### src/rtl/wpps_pkg.sv
// Purpose: constants shared by the wake packet and power state logic
// Assumes: one clock domain, byte-wide receive stream from the MAC
// Notes: power state encoding follows the two-bit power-state field
//
// Function
// - A wake packet is at least six 0xff bytes followed at once by sixteen copies of the station address.
// - A frame counts as a wake packet only if its address passed the filter and its check sequence is good.
// - The pattern may appear several times in one frame and any occurrence is enough.
// - The wake enable bit is loaded from the EEPROM after reset and may later be written by the driver.
// - With wake enable set, a wake packet drives the active-low event pin and sets the event status flag.
// - In D1, D2 and D3hot only configuration cycles are answered and the function context is kept.
// - In D1, D2 and D3hot nothing is initiated on the network apart from a wake-up event.
// - After D3cold the host asserts bus reset and the device comes up in D0 with no earlier context.
// - Going from D3hot to D0 resets the function internally without the reset pin.
// - In D3hot configuration cycles are still answered while power and clock are present.
// - In D0 any bus transaction is accepted and any transaction or interrupt may be started; the code does so only once the internal reset has run out.

package wpps_pkg;

  typedef enum logic [1:0] {
    WPPS_D0 = 2'h0,
    WPPS_D1 = 2'h1,
    WPPS_D2 = 2'h2,
    WPPS_D3HOT = 2'h3
  } wpps_pstate_e;

  // pattern shape
  localparam int unsigned SYNC_BYTES = 6;
  localparam int unsigned ADDR_COPIES = 16;
  localparam int unsigned ADDR_BYTES = 6;
  localparam logic [7:0] SYNC_VALUE = 8'hff;

  // counter widths and limits
  localparam logic [2:0] SYNC_LAST = 3'h6;
  localparam logic [2:0] ADDR_IDX_LAST = 3'h5;
  localparam logic [3:0] COPY_LAST = 4'hf;

  // configuration word 18 and status word 20 field positions
  localparam int unsigned CFG18_WAKE_ENABLE_BIT = 18;
  localparam int unsigned STATUS20_PME_BIT = 15;

  // reset values
  localparam logic WAKE_ENABLE_RESET = 1'b0;
  localparam logic PME_STATUS_RESET = 1'b0;

  // internal function reset on D3hot to D0
  localparam int unsigned CLOCK_HZ = 10_000_000;
  localparam int unsigned FUNC_RESET_NS = 400;
  localparam int unsigned FUNC_RESET_CYCLES_RAW =
      (FUNC_RESET_NS * (CLOCK_HZ / 1_000_000) + 999) / 1000;
  localparam int unsigned FUNC_RESET_CYCLES =
      (FUNC_RESET_CYCLES_RAW < 1) ? 1 : FUNC_RESET_CYCLES_RAW;
  localparam logic [3:0] FUNC_RESET_LOAD = 4'(FUNC_RESET_CYCLES);

endpackage : wpps_pkg

### src/rtl/wpps_pattern_match.sv
// Purpose: finds the sync-plus-address pattern in one receive frame
// Assumes: bytes arrive one per valid cycle, first address byte in [7:0]
// Notes: found stays set until the next start of frame or soft_rst

`timescale 1ns/10ps
`default_nettype none

module wpps_pattern_match (
  // clock and reset
  input wire logic clk,
  input wire logic rst_n,
  input wire logic soft_rst,
  // byte stream
  input wire logic sof,
  input wire logic byte_valid,
  input wire logic [7:0] byte_data,
  input wire logic [47:0] station_addr,
  // result
  output logic found
);

  typedef enum logic [0:0] {PM_SYNC, PM_ADDR} wpps_pm_state_e;

  wpps_pm_state_e state_r;
  logic [2:0] ff_cnt_r;
  logic [2:0] idx_r;
  logic [3:0] copy_r;
  logic found_r;
  logic [7:0] expect_byte;
  logic is_sync;

  assign expect_byte = station_addr[{idx_r, 3'h0} +: 8];
  assign is_sync = (byte_data == wpps_pkg::SYNC_VALUE);
  assign found = found_r;

  //////////////////////////////////////////////////////////////////////////
  // sequence tracker

  always_ff @(posedge clk or negedge rst_n) begin
    if (!rst_n) begin
      state_r <= PM_SYNC;
      ff_cnt_r <= 3'h0;
      idx_r <= 3'h0;
      copy_r <= 4'h0;
    end else if (soft_rst || sof) begin
      state_r <= PM_SYNC;
      ff_cnt_r <= 3'h0;
      idx_r <= 3'h0;
      copy_r <= 4'h0;
    end else if (byte_valid) begin
      case (state_r)
        PM_SYNC: begin
          if (ff_cnt_r == wpps_pkg::SYNC_LAST && byte_data == expect_byte) begin
            state_r <= PM_ADDR;
            idx_r <= idx_r + 3'h1;
          end else if (is_sync) begin
            if (ff_cnt_r != wpps_pkg::SYNC_LAST) begin
              ff_cnt_r <= ff_cnt_r + 3'h1;
            end
          end else begin
            ff_cnt_r <= 3'h0;
          end
        end
        PM_ADDR: begin
          if (byte_data == expect_byte) begin
            if (idx_r == wpps_pkg::ADDR_IDX_LAST) begin
              idx_r <= 3'h0;
              copy_r <= copy_r + 4'h1;
              if (copy_r == wpps_pkg::COPY_LAST) begin
                state_r <= PM_SYNC;
                ff_cnt_r <= 3'h0;
                copy_r <= 4'h0;
              end
            end else begin
              idx_r <= idx_r + 3'h1;
            end
          end else begin
            state_r <= PM_SYNC;
            idx_r <= 3'h0;
            copy_r <= 4'h0;
            ff_cnt_r <= is_sync ? 3'h1 : 3'h0;
          end
        end
        default: begin
          state_r <= PM_SYNC;
        end
      endcase
    end
  end

  //////////////////////////////////////////////////////////////////////////
  // sticky match flag for the frame

  always_ff @(posedge clk or negedge rst_n) begin
    if (!rst_n) begin
      found_r <= 1'b0;
    end else if (soft_rst || sof) begin
      found_r <= 1'b0;
    end else if (byte_valid && state_r == PM_ADDR && byte_data == expect_byte &&
                 idx_r == wpps_pkg::ADDR_IDX_LAST && copy_r == wpps_pkg::COPY_LAST) begin
      found_r <= 1'b1;
    end
  end

endmodule : wpps_pattern_match

`default_nettype wire

### src/rtl/wpps_top.sv
// Purpose: wake packet detection, event pin and power state behaviour
// Assumes: receive MAC, filter, EEPROM loader and PCI target live outside
// Notes: event pin is open drain, driven low only

`timescale 1ns/10ps
`default_nettype none

module wpps_top (
  // clock and reset
  input wire logic CLOCK,
  input wire logic RESET_N,
  // receive frame stream from the MAC
  input wire logic RX_SOF,
  input wire logic RX_VALID,
  input wire logic [7:0] RX_BYTE,
  input wire logic RX_EOF,
  input wire logic RX_ADDR_PASS,
  input wire logic RX_FCS_OK,
  input wire logic [47:0] STATION_ADDR,
  // wake enable sources and event status clear
  input wire logic EE_LOAD_VALID,
  input wire logic [31:0] EE_CONFIG_WORD_18,
  input wire logic CONFIG_WORD_18_WR,
  input wire logic [31:0] CONFIG_WORD_18_WDATA,
  input wire logic PME_STATUS_CLR,
  // power state control from configuration space
  input wire logic PSTATE_WR,
  input wire logic [1:0] PSTATE_WDATA,
  // bus access qualification
  input wire logic BUS_REQ,
  input wire logic BUS_IS_CFG,
  output logic BUS_ACCEPT,
  // initiation requests from the function
  input wire logic MASTER_REQ_IN,
  input wire logic IRQ_IN,
  input wire logic TX_REQ_IN,
  output logic MASTER_REQ,
  output logic IRQ,
  output logic TX_REQ,
  // state outputs
  output logic [1:0] PSTATE,
  output logic FUNC_RESET_N,
  output logic WAKE_PACKET_ENABLE,
  output logic [31:0] STATUS_WORD_20,
  // event pin, open drain
  input wire logic PME_N_I,
  output logic PME_N_O,
  output logic PME_N_OE
);

  wpps_pkg::wpps_pstate_e pstate_r;
  wpps_pkg::wpps_pstate_e pstate_nxt;
  logic [3:0] frst_cnt_r;
  logic frst_active;
  logic wake_enable_r;
  logic pme_status_r;
  logic found;
  logic frame_wake;
  logic in_d0;
  logic pin_seen_r;
  logic pin_meta_r;
  logic pin_sync_r;
  logic frame_open_r;
  logic frame_good;
  logic wake_event;
  logic leave_d3hot;
  logic func_live;

  //////////////////////////////////////////////////////////////////////////
  // state decode

  assign in_d0 = (pstate_r == wpps_pkg::WPPS_D0);
  assign frst_active = (frst_cnt_r != 4'h0);
  assign pstate_nxt = wpps_pkg::wpps_pstate_e'(PSTATE_WDATA);
  assign leave_d3hot = PSTATE_WR && (pstate_r == wpps_pkg::WPPS_D3HOT) &&
                       (pstate_nxt == wpps_pkg::WPPS_D0);
  // full function only in D0 once the internal reset has run out
  assign func_live = in_d0 && !frst_active;

  //////////////////////////////////////////////////////////////////////////
  // power state register

  // bus reset always lands in D0 with context gone
  always_ff @(posedge CLOCK or negedge RESET_N) begin
    if (!RESET_N) begin
      pstate_r <= wpps_pkg::WPPS_D0;
    end else if (PSTATE_WR) begin
      pstate_r <= pstate_nxt;
    end
  end

  // internal function reset on D3hot to D0
  always_ff @(posedge CLOCK or negedge RESET_N) begin
    if (!RESET_N) begin
      frst_cnt_r <= 4'h0;
    end else if (leave_d3hot) begin
      frst_cnt_r <= wpps_pkg::FUNC_RESET_LOAD;
    end else if (frst_active) begin
      frst_cnt_r <= frst_cnt_r - 4'h1;
    end
  end

  //////////////////////////////////////////////////////////////////////////
  // wake enable bit of configuration word 18

  // driver writes reach it only in D0; EEPROM load has priority
  always_ff @(posedge CLOCK or negedge RESET_N) begin
    if (!RESET_N) begin
      wake_enable_r <= wpps_pkg::WAKE_ENABLE_RESET;
    end else if (frst_active) begin
      wake_enable_r <= wpps_pkg::WAKE_ENABLE_RESET;
    end else if (EE_LOAD_VALID) begin
      wake_enable_r <= EE_CONFIG_WORD_18[wpps_pkg::CFG18_WAKE_ENABLE_BIT];
    end else if (CONFIG_WORD_18_WR && in_d0) begin
      wake_enable_r <= CONFIG_WORD_18_WDATA[wpps_pkg::CFG18_WAKE_ENABLE_BIT];
    end
  end

  //////////////////////////////////////////////////////////////////////////
  // pattern search over the receive stream, live in every state

  wpps_pattern_match u_match (
    .clk(CLOCK),
    .rst_n(RESET_N),
    .soft_rst(frst_active),
    .sof(RX_SOF),
    .byte_valid(RX_VALID),
    .byte_data(RX_BYTE),
    .station_addr(STATION_ADDR),
    .found(found)
  );

  //////////////////////////////////////////////////////////////////////////
  // frame bracketing

  // open from start marker to end marker; a stray end marker must not
  // reuse the match flag left over from the previous frame;
  // a start marker wins over an end marker in the same cycle
  always_ff @(posedge CLOCK or negedge RESET_N) begin
    if (!RESET_N) begin
      frame_open_r <= 1'b0;
    end else if (frst_active) begin
      frame_open_r <= 1'b0;
    end else if (RX_SOF) begin
      frame_open_r <= 1'b1;
    end else if (RX_EOF) begin
      frame_open_r <= 1'b0;
    end
  end

  // match only counts once the frame closes good and filtered
  assign frame_good = RX_EOF && frame_open_r && RX_ADDR_PASS && RX_FCS_OK;
  assign frame_wake = frame_good && found;
  assign wake_event = frame_wake && wake_enable_r;

  //////////////////////////////////////////////////////////////////////////
  // event status flag and pin

  // set wins over a clear in the same cycle; flag survives the
  // internal reset so the wake cause is still visible afterwards
  always_ff @(posedge CLOCK or negedge RESET_N) begin
    if (!RESET_N) begin
      pme_status_r <= wpps_pkg::PME_STATUS_RESET;
    end else if (wake_event) begin
      pme_status_r <= 1'b1;
    end else if (PME_STATUS_CLR) begin
      pme_status_r <= 1'b0;
    end
  end

  // the shared line comes from off chip: two flops before any use,
  // resting at the released level
  always_ff @(posedge CLOCK or negedge RESET_N) begin
    if (!RESET_N) begin
      pin_meta_r <= 1'b1;
      pin_sync_r <= 1'b1;
    end else begin
      pin_meta_r <= PME_N_I;
      pin_sync_r <= pin_meta_r;
    end
  end

  // pin readback, kept for diagnostics of a shared wired line
  always_ff @(posedge CLOCK or negedge RESET_N) begin
    if (!RESET_N) begin
      pin_seen_r <= 1'b0;
    end else begin
      pin_seen_r <= ~pin_sync_r & ~pme_status_r;
    end
  end

  assign PME_N_O = 1'b0;
  assign PME_N_OE = pme_status_r;

  //////////////////////////////////////////////////////////////////////////
  // bus access and initiation gating

  // configuration cycles always pass, other space only in D0
  assign BUS_ACCEPT = BUS_REQ && (BUS_IS_CFG || func_live);

  assign MASTER_REQ = MASTER_REQ_IN && func_live;
  assign IRQ = IRQ_IN && func_live;
  assign TX_REQ = TX_REQ_IN && func_live;

  //////////////////////////////////////////////////////////////////////////
  // state outputs

  assign PSTATE = pstate_r;
  assign FUNC_RESET_N = ~frst_active;
  assign WAKE_PACKET_ENABLE = wake_enable_r;

  always_comb begin
    STATUS_WORD_20 = 32'h0;
    STATUS_WORD_20[wpps_pkg::STATUS20_PME_BIT] = pme_status_r;
  end

endmodule : wpps_top

`default_nettype wire

### config.mk
export PLATFORM = sky130hd
export DESIGN_NAME = wpps_top
export DESIGN_NICKNAME = d
export VERILOG_FILES = /design/src/rtl/wpps_pkg.sv /design/src/rtl/wpps_pattern_match.sv /design/src/rtl/wpps_top.sv
export SDC_FILE = /design/constraint.sdc
export NUM_CORES = 1
export LEC_CHECK = 0
export ABC_AREA = 1
export BUFFER_PORTS_ARGS = -buffer_cell sky130_fd_sc_hd__buf_4
export CORE_MARGIN = 3
export CORE_UTILIZATION = 45
export CTS_BUF_LIST = sky130_fd_sc_hd__clkbuf_8
export CTS_CLUSTER_DIAMETER = 40
export DETAILED_ROUTE_END_ITERATION = 7
export PLACE_DENSITY = 0.88
export SYNTH_ARGS = -nofsm -noshare
export SYNTH_HDL_FRONTEND = slang
export SYNTH_HIERARCHICAL = 1
export SYNTH_SLANG_ARGS = --single-unit
### constraint.sdc
create_clock -name CLOCK -period 5.9 [get_ports CLOCK]
set_input_delay 1.475 -clock CLOCK [delete_from_list [all_inputs] [get_ports CLOCK]]
set_output_delay 1.475 -clock CLOCK [all_outputs]
set_load 0.05 [all_outputs]
======== Yosys cells after proc, flatten, opt, wreduce, memory -nomap -nowiden ========
Cells that the tools add are included.
word-level totals
  bits in registers ....................... 21
  input bits .............................. 139
  output and inout port bits .............. 42
  logic and storage cells ................. 105
cells by class
  $add $sub $neg .......................... 4
  equal/unequal tests ..................... 13
  shift operators ......................... 1
  mux-type cells .......................... 41
  bitwise logic cells ..................... 2
  reductions and logical operators ........ 34
operator list
  cell                   count
  $shiftx A48 B7 Y8      1
  $mux W3                13
  $mux W4                8
  $logic_and A1 B1 Y1    18
  $mux W1                17
  $ne A4 B4 Y1 const B   3
  $pmux W3 S2            2
  $reduce_bool A2 Y1     5
  $ne A3 B3 Y1 const B   3
  $eq A8 B8 Y1           1
  $eq A8 B8 Y1 const B   1
  $add A3 B1 Y3 const B  2
  $eq A3 B3 Y1 const B   2
  $reduce_bool A3 Y1     2
  $reduce_and A5 Y1      1
  $add A4 B1 Y4 const B  1
  $eq A4 B4 Y1 const B   1
  $logic_not A2 Y1       2
  $reduce_bool A4 Y1     1
  $sub A4 B1 Y4 const B  1
  $ne A3 B1 Y1 const B   1
  $reduce_and A3 Y1      1
  $eq A2 B2 Y1 const B   1
  $logic_or A1 B1 Y1     2
  other kinds (4)        5

======== Logic depth before layout (Yosys ltp) ========
Gate-level depths: netlist of run 1.
  depth in word-level cells ............... 7
  depth in mapped cells ................... 19

======== Modules after synthesis ========
The synthesis of run 1 kept the hierarchy.
modules (own cells, without submodules)
  module              instances  cells an instance  area each (µm²)  sequential area each (µm²)
  wpps_pattern_match  1          270                1580.3           300.3
  wpps_top            1          105                772.0            225.2

======== Worst setup path before layout of run 1 ========
Ideal clock, no wire load.
  kind .................................... input -> output
  start point ............................. input IRQ_IN
  end point ............................... output IRQ
  arrival ................................. 2.153 ns
  data required time ...................... 4.425 ns
  path slack .............................. 2.272 ns
  cell stages on the path ................. 2
  path buffers ............................ 0
  path through ............................ inv_1 > nor2_1
between the ends
  word-level cells in the longest chain between the ends .. 1
ends and longest elaborated chain
  element              RTL line         source
  from (decl)          wpps_top.sv:35   input wire logic IRQ_IN,
  $logic_and A1 B1 Y1  wpps_top.sv:202  assign IRQ = IRQ_IN && func_live;
  to (decl)            wpps_top.sv:38   output logic IRQ,
No other way between the ends.

======== Final worst setup path of run 1 ========
  start point ............................. input BUS_IS_CFG
  end point ............................... output BUS_ACCEPT
between the ends
  word-level cells in the longest chain between the ends .. 2
ends and longest elaborated chain
  element              RTL line         source
  from (decl)          wpps_top.sv:31   input wire logic BUS_IS_CFG,
  $logic_or A1 B1 Y1   wpps_top.sv:199  assign BUS_ACCEPT = BUS_REQ && (BUS_IS_CFG || func_live);
  $logic_and A1 B1 Y1  wpps_top.sv:199
  to (decl)            wpps_top.sv:32   output logic BUS_ACCEPT,
No other way between the ends.

==> results of run 1 <==
registers in the layout, summed over array words and instances, names as in the netlist:
name and flops:
PSTATE 2, u_match/idx_r 3, frame_open_r 1, u_match/state_r 1
u_match/copy_r 4, u_match/ff_cnt_r 3, WAKE_PACKET_ENABLE 1, u_match/found 1
PME_N_OE 1, frst_cnt_r 4
final timing paths:
| path | start | end | slack (ns) |
|---|---|---|---|
| setup reg to reg | u_match/idx_r[0]$_DFFE_PN0P_ | u_match/ff_cnt_r[2]$_DFFE_PN0P_ | 3.21 |
| setup / recovery | BUS_IS_CFG | BUS_ACCEPT | 2.50 |
| hold / removal | frst_cnt_r[0]$_DFFE_PN0P_ | frst_cnt_r[0]$_DFFE_PN0P_ | 0.50 |
| min in group asynchronous | RESET_N | PME_N_OE$_DFFE_PN0P_ | 1.09 |
| hold reg to reg | frst_cnt_r[0]$_DFFE_PN0P_ | frst_cnt_r[0]$_DFFE_PN0P_ | 0.50 |
| max in group asynchronous | RESET_N | u_match/idx_r[0]$_DFFE_PN0P_ | 4.58 |
worst max-delay path, cell delays in order:
cell and delay (ns):
sky130_fd_sc_hd__buf_4 0.08, sky130_fd_sc_hd__inv_1 0.04, sky130_fd_sc_hd__a21boi_2 0.13, sky130_fd_sc_hd__buf_4 0.21
where the power goes:
part           internal [mW]  switching [mW]  total [mW]  leakage, nW
combinational          0.132           0.259       0.391         1.45
sequential             0.165          0.0347       0.200        0.281
clock                 0.0463          0.0450      0.0913       0.0269
total                  0.343           0.339       0.682         1.76
cell type report:
type | instances | area (um2) | share of cell area (%)
Clock buffer | 3 | 41.3 | 1.41
Clock inverter | 1 | 3.75 | 0.128
Inverter | 58 | 223 | 7.60
Multi-Input combinational cell | 287 | 1420 | 48.3
Sequential cell | 21 | 526 | 17.9
Tap cell | 67 | 83.8 | 2.86
Timing Repair Buffer | 85 | 638 | 21.8
metal layers:
layer	track usage (%)	vias to the layer above	wire length (um)
li1	-	1260	-
met4	3.67	0	33
met1	23.3	1103	2540
met3	2.98	6	454
met2	35.5	96	2880
met5	0	-	0
kinds of logic (layout without fill, tap and decap cells):
| family | after synthesis | after routing | share of synthesized area [%] |
|---|---|---|---|
| simple gates | 214 | 214 | 42.2 |
| buf+inv | 98 | 147 | 22.4 |
| compound gates | 31 | 31 | 8.14 |
| flops | 21 | 21 | 22.3 |
| fa+ha+maj | 6 | 6 | 3.19 |
| xor+xnor | 4 | 4 | 1.49 |
| other cells | 1 | 32 | 0.159 |
through the flow:
step	setup slack (ns)	cells
finish	2.50	522
global route	2.48	522
CTS	2.49	522
detailed placement	2.50	518
global placement	2.52	518
floorplan	2.27	406
layout by cell type, fill, tap and decap left out, types with 9 or more instances in the layout:
cell type,Yosys,layout
sky130_fd_sc_hd__nand2_1,134,134
sky130_fd_sc_hd__nand3_1,23,23
sky130_fd_sc_hd__nand4_1,12,12
sky130_fd_sc_hd__nor2_1,20,20
sky130_fd_sc_hd__dfrtp_1,21,21
sky130_fd_sc_hd__inv_1,52,53
sky130_fd_sc_hd__o21ai_1,9,9
sky130_fd_sc_hd__buf_4,35,85
sky130_fd_sc_hd__conb_1,1,32
==> results by group, run 1 <==
Timing
  – Final Hold Slack: 0.500 ns
  – Fin crit period: 3.40 ns
  – RSZ-0062 raised after global routing: false
  – Fin Setup TNS: 0 ns
  – Max-slew violations: 0
  – Worst-margin pin slew: 0.866 ns
  – Count of final setup violators: 0
  – Tcrit/Tclk final: 57.7%
  – Max-Slew Margin vs Limit: 42.3%
  – Max Clock Skew: 0.00938 ns
  – Number of endpoints with negative hold slack in the final report: 0
  – Peak clock frequency supported by timing: 294 MHz

Clocking
  – Post-cts resize count: 0
  – Clock insertion delay at the later pin of the skew report: 0.26 ns
  – Clock tree buffer depth: 2
  – Number of buffers inserted during clock tree synthesis: 3
  – Count of hold buffers inserted by post-cts repair: 0
  – Root buffer selected by CTS: sky130_fd_sc_hd__clkbuf_8
  – CTS tree: yes
  – Total number of clock tree sinks: 21
  – Number of H-tree levels: 1
  – Reg clk slew, reported paths: 0.07 ns
  – Post-CTS Setup Inserts: 0

Cells and area
  – Layout fillers: 464
  – Cell area after layout: 2930 um2
  – Antenna diodes: 0
  – Share of post-route cells with drive strength above 1: 24.6%
  – Total Nets Final: 601
  – Area delta synth->final: 24.6%
  – Final core area utilization: 60.1%

Logic synthesis
  – Cell type contributing the most total cell area after synthesis: sky130_fd_sc_hd__dfrtp_1
  – Fraction of registers with async set or reset after synthesis: 100%
  – Post-Synthesis Cells: 375
  – Post-synthesis average cell area: 6.27 um2
  – Cell types with the largest area share after synthesis: sky130_fd_sc_hd__dfrtp_1 (22%), sky130_fd_sc_hd__nand2_1 (21%), sky130_fd_sc_hd__buf_4 (11%)
  – Number of synthesized flops with an enable pin: 0
  – Yosys top cell area share: 22.3%
  – Area of the mapped netlist: 2350 um2
  – Sequential fraction of the synthesis area: 22.3%
  – Yosys warnings: 6
  – Top cells by count, synth: sky130_fd_sc_hd__nand2_1 (134), sky130_fd_sc_hd__inv_1 (52), sky130_fd_sc_hd__buf_4 (35)
  – Flop and latch count out of synthesis: 21
  – Number of distinct library cells after synthesis: 37
  – Most repeated cell in the gate-level netlist after synthesis: sky130_fd_sc_hd__nand2_1
  – Main flop type after synthesis: sky130_fd_sc_hd__dfrtp_1

GRT
  – Largest net degree at the start of global routing: 29
  – Initial antenna violation count: 0
  – Sum of overflow across all layers after global routing: 0
  – Global Route Usage Sum: 19.1%
  – Vias in the first global route: 2371
  – First-pass GRT wire length: 9.83 mm

Die
  – CORE AREA: 4880 um2
  – DIE AREA: 6130 um2
  – I/O pin cnt: 181
  – Die span in x: 78.3 um
  – Initial cell density of the core: 48.2%
  – Site row count: 25
  – Die span in y: 78.3 um

Place
  – HPWL after detailed placement: 4.91 mm
  – Post-DP Area: 2890 um2
  – Number of port buffers: 85
  – GPL Wtd Cong: 0.886

Route
  – Initial DRC count: 122
  – Final wirelength: 5.91 mm
  – Routed len/inst: 11.3 um
  – Antenna Nets Post-Route: 0
  – Via count: 2465
  – Pre-antenna DRT Iters: 5
  – Total DRC errors in the routed layout: 0
  – Vias per cell: 4.72

Run
  – Maximum capacitance violations: 0

Min path
  – Hold path cells: 2
  – Worst hold-check path type: register to register

Setup path
  – Worst endpoint data arrival time: 1.93 ns
  – Kind of end point of the critical path: output port
  – Critical path required time: 4.43 ns
  – Largest fanout on the critical path: 1
  – Kind of launch point of the worst setup path: input port
  – Type of the worst setup path: input port to output port
  – R2R depth: 11

Pwr
  – Worst IR Drop VDD: 233 uV
  – Pwr per Cell Area: 233 nW/um2
  – Pleak: 1.76 nW
  – Total chip power: 0.682 mW

Status
  – Outcome: complete, no violations
Power figures use the tool's default switching activity.
==> inputs of run 2 (changes only) <==
--- a/config.mk
+++ b/config.mk
@@ -8,11 +8,11 @@
 export ABC_AREA = 1
 export BUFFER_PORTS_ARGS = -buffer_cell sky130_fd_sc_hd__buf_4
 export CORE_MARGIN = 3
-export CORE_UTILIZATION = 45
+export CORE_UTILIZATION = 38
 export CTS_BUF_LIST = sky130_fd_sc_hd__clkbuf_8
 export CTS_CLUSTER_DIAMETER = 40
 export DETAILED_ROUTE_END_ITERATION = 7
-export PLACE_DENSITY = 0.88
+export PLACE_DENSITY = 0.79
 export SYNTH_ARGS = -nofsm -noshare
 export SYNTH_HDL_FRONTEND = slang
 export SYNTH_HIERARCHICAL = 1
==> constraint.sdc (replaced) <==
create_clock -name CLOCK -period 2.9 [get_ports CLOCK]
set_input_delay 0.725 -clock CLOCK [delete_from_list [all_inputs] [get_ports CLOCK]]
set_output_delay 0.725 -clock CLOCK [all_outputs]
set_load 0.05 [all_outputs]
==> run 2 against run 1 <==
Effect of this change:
- register-to-register slack worse by 2.7 ns
- sequential share of layout area decreased by 0.11 points
- global-route usage fell by 2.7 points
- flip-flop and latch count unchanged
- clock power increased by 120%
- core utilization shrank 11 points
- die area is 17% higher
- non-clock buffer count grew 1
- cell area is 0.64% higher
- clock skew fell by 0.0068 ns
- final cell count up 1.7%
- critical path type is now register to register
==> results by group, run 2 (same netlist as run 1, synthesis figures left out) <==
Setup path
  – Reg2reg start: frst_cnt_r[0]$_DFFE_PN0P_
  – Maximum single-stage delay on the critical path: 0.39 ns (+0.18 ns)
  – Delay-heaviest family, CP: simple AND/OR/NAND/NOR gates
  – Worst endpoint data arrival time: 2.64 ns (+0.71 ns)
  – Kind of end point of the critical path: register
  – Critical path required time: 3.11 ns (-1.32 ns)
  – Kind of launch point of the worst setup path: register
  – Worst setup path startpoint: frst_cnt_r[0]$_DFFE_PN0P_
  – Cell-by-cell trace of the critical path: inv_1 > ha_1 > inv_1 > nor2_2 > nand2_2 > nor2_1 > inv_1 > nor2_1 > inv_1 > nor2_1 > nand2_1 > nand4_1 > nand2_1 > nand2_1
  – Type of the worst setup path: register to register
  – Largest fanout on the critical path: 6 (+5)
  – Most frequent cell on the critical path: sky130_fd_sc_hd__inv_1
  – Buffer and inverter count on the worst path: 4 (+1)
  – R2R depth: 14 (+3)
  – Crit path depth: 14 (+10)
  – Slowest library cell on the worst path: sky130_fd_sc_hd__dfrtp_1

GRT
  – Initial antenna violation count: 0 (unchanged)
  – Largest net degree at the start of global routing: 26 (-10%)
  – First-pass GRT wire length: 9.99 mm (+1.6%)
  – Global Route Usage Sum: 16.4% (-2.7 points)
  – Sum of overflow across all layers after global routing: 0 (unchanged)
  – Vias in the first global route: 2338 (-1.4%)

Pwr
  – Worst IR Drop VDD: 380 uV (+63%)
  – Pwr per Cell Area: 473 nW/um2 (+100%)
  – Pleak: 1.77 nW (+0.22%)

Route
  – Final wirelength: 5.87 mm (-0.73%)
  – Routed len/inst: 11.1 um (-2.4%)
  – Via count: 2481 (+0.65%)
  – Initial DRC count: 135 (+11%)
  – Vias per cell: 4.67 (-1.1%)
  – Pre-antenna DRT Iters: 4 (-1)
  – Antenna Nets Post-Route: 0 (unchanged)
  – Total DRC errors in the routed layout: 0 (unchanged)

Clocking
  – Number of buffers inserted during clock tree synthesis: 3 (unchanged)
  – Root buffer selected by CTS: sky130_fd_sc_hd__clkbuf_8
  – Reg clk slew, reported paths: 0.08 ns (about the same)
  – Clock insertion delay at the later pin of the skew report: 0.27 ns (about the same)
  – Post-cts resize count: 0 (unchanged)
  – CTS tree: yes
  – Total number of clock tree sinks: 21 (unchanged)
  – Number of H-tree levels: 1 (unchanged)
  – Post-CTS Setup Inserts: 0 (unchanged)
  – Count of hold buffers inserted by post-cts repair: 0 (unchanged)
  – Clock tree buffer depth: 2 (unchanged)

Timing
  – Max-Slew Margin vs Limit: 61.7% (+19 points)
  – Worst-margin pin slew: 0.574 ns (-0.292 ns)
  – Peak clock frequency supported by timing: 410 MHz
  – Number of endpoints with negative hold slack in the final report: 0 (unchanged)
  – Fin crit period: 2.44 ns
  – Max-slew violations: 0 (unchanged)
  – Max Clock Skew: 0.00254 ns (-0.00684 ns)
  – Final Hold Slack: 0.324 ns (-0.176 ns)
  – Tcrit/Tclk final: 84.0%
  – Count of final setup violators: 0 (unchanged)
  – Fin Setup TNS: 0 ns (unchanged)
  – RSZ-0062 raised after global routing: false

Min path
  – Worst hold-check path type: input port to async pin

Place
  – Number of port buffers: 85 (unchanged)
  – GPL Wtd Cong: 0.866 (-2.3%)
  – HPWL after detailed placement: 4.86 mm (-1.1%)

Run
  – Maximum capacitance violations: 0 (unchanged)

Cells and area
  – Commonest non-fill, non-tap cell in the layout: sky130_fd_sc_hd__nand2_1
  – Largest registers in the final layout: frst_cnt_r (4), u_match/copy_r (4)
  – Total Nets Final: 602 (+0.17%)
  – Share of post-route cells with drive strength above 1: 25.0% (+0.38 points)
  – Area delta synth->final: 25.4%
  – Antenna diodes: 0 (unchanged)
  – Top library cells by usage in the layout, fill and taps aside: sky130_fd_sc_hd__nand2_1 (134), sky130_fd_sc_hd__buf_4 (86), sky130_fd_sc_hd__inv_1 (52), sky130_fd_sc_hd__conb_1 (32), sky130_fd_sc_hd__nand3_1 (23)

Die
  – Initial cell density of the core: 39.5% (-8.7 points)
  – Site row count: 28 (+12%)
  – CORE AREA: 5960 um2 (+22%)
  – Die span in x: 84.7 um (+8.1%)
  – I/O pin cnt: 181 (unchanged)
  – DIE AREA: 7170 um2 (+17%)
  – Die span in y: 84.7 um (+8.1%)

Status
  – Outcome: complete, no violations
## run 2: area by class of cell
class | instances | area, um2
Clock buffer | 3 | 41.3
Multi-Input combinational cell | 287 | 1420
Fill cell | 617 | 3010
Sequential cell | 21 | 526
Tap cell | 75 | 93.8
Inverter | 58 | 223
Timing Repair Buffer | 86 | 646
Clock inverter | 1 | 5.00
## run 2: worst paths after layout
check,endpoint,slack [ns]
setup reg to reg,u_match/ff_cnt_r[2]$_DFFE_PN0P_,0.46
min in group CLOCK,frst_cnt_r[0]$_DFFE_PN0P_,0.52
max in group asynchronous,frst_cnt_r[2]$_DFFE_PN0P_,2.35
hold / removal,PME_N_OE$_DFFE_PN0P_,0.32
setup / recovery,u_match/ff_cnt_r[2]$_DFFE_PN0P_,0.46
hold reg to reg,frst_cnt_r[0]$_DFFE_PN0P_,0.52
## run 2: metal layers
metal	wire, um	GRT usage (%)	up-vias
li1	-	-	1261
met1	2440	21.2	1124
met2	2910	29.0	92
met3	486	2.45	4
met4	28	3.31	0
met5	0	0	-
## run 2: worst register-to-register path, stage by stage (launching register included)
cell and delay [ns]:
sky130_fd_sc_hd__dfrtp_1 0.39, sky130_fd_sc_hd__inv_1 0.11, sky130_fd_sc_hd__ha_1 0.20, sky130_fd_sc_hd__inv_1 0.06, sky130_fd_sc_hd__nor2_2 0.11, sky130_fd_sc_hd__nand2_2 0.12, sky130_fd_sc_hd__nor2_1 0.32, sky130_fd_sc_hd__inv_1 0.22
sky130_fd_sc_hd__nor2_1 0.21, sky130_fd_sc_hd__inv_1 0.13, sky130_fd_sc_hd__nor2_1 0.16, sky130_fd_sc_hd__nand2_1 0.09, sky130_fd_sc_hd__nand4_1 0.12, sky130_fd_sc_hd__nand2_1 0.07, sky130_fd_sc_hd__nand2_1 0.07
## run 2: per-stage QoR
stage | instances | power, mW | util [%] | instance area (um2) | setup WS, ns
after floorplan | 406 | 1.05 | - | 2470 | 0.351
after global placement | 527 | 1.18 | 48.7 | 2900 | 0.618
after detailed placement | 527 | 1.20 | 48.7 | 2900 | 0.512
after CTS | 531 | 1.40 | 49.5 | 2950 | 0.485
after global routing | 531 | 1.53 | 49.5 | 2950 | 0.232
final | 531 | 1.39 | 49.5 | 2950 | 0.464
## run 2: report_power, final
part / internal (mW) / switching, mW
Clock: 0.0960 / 0.104
Sequential: 0.336 / 0.0554
Combinational: 0.273 / 0.529
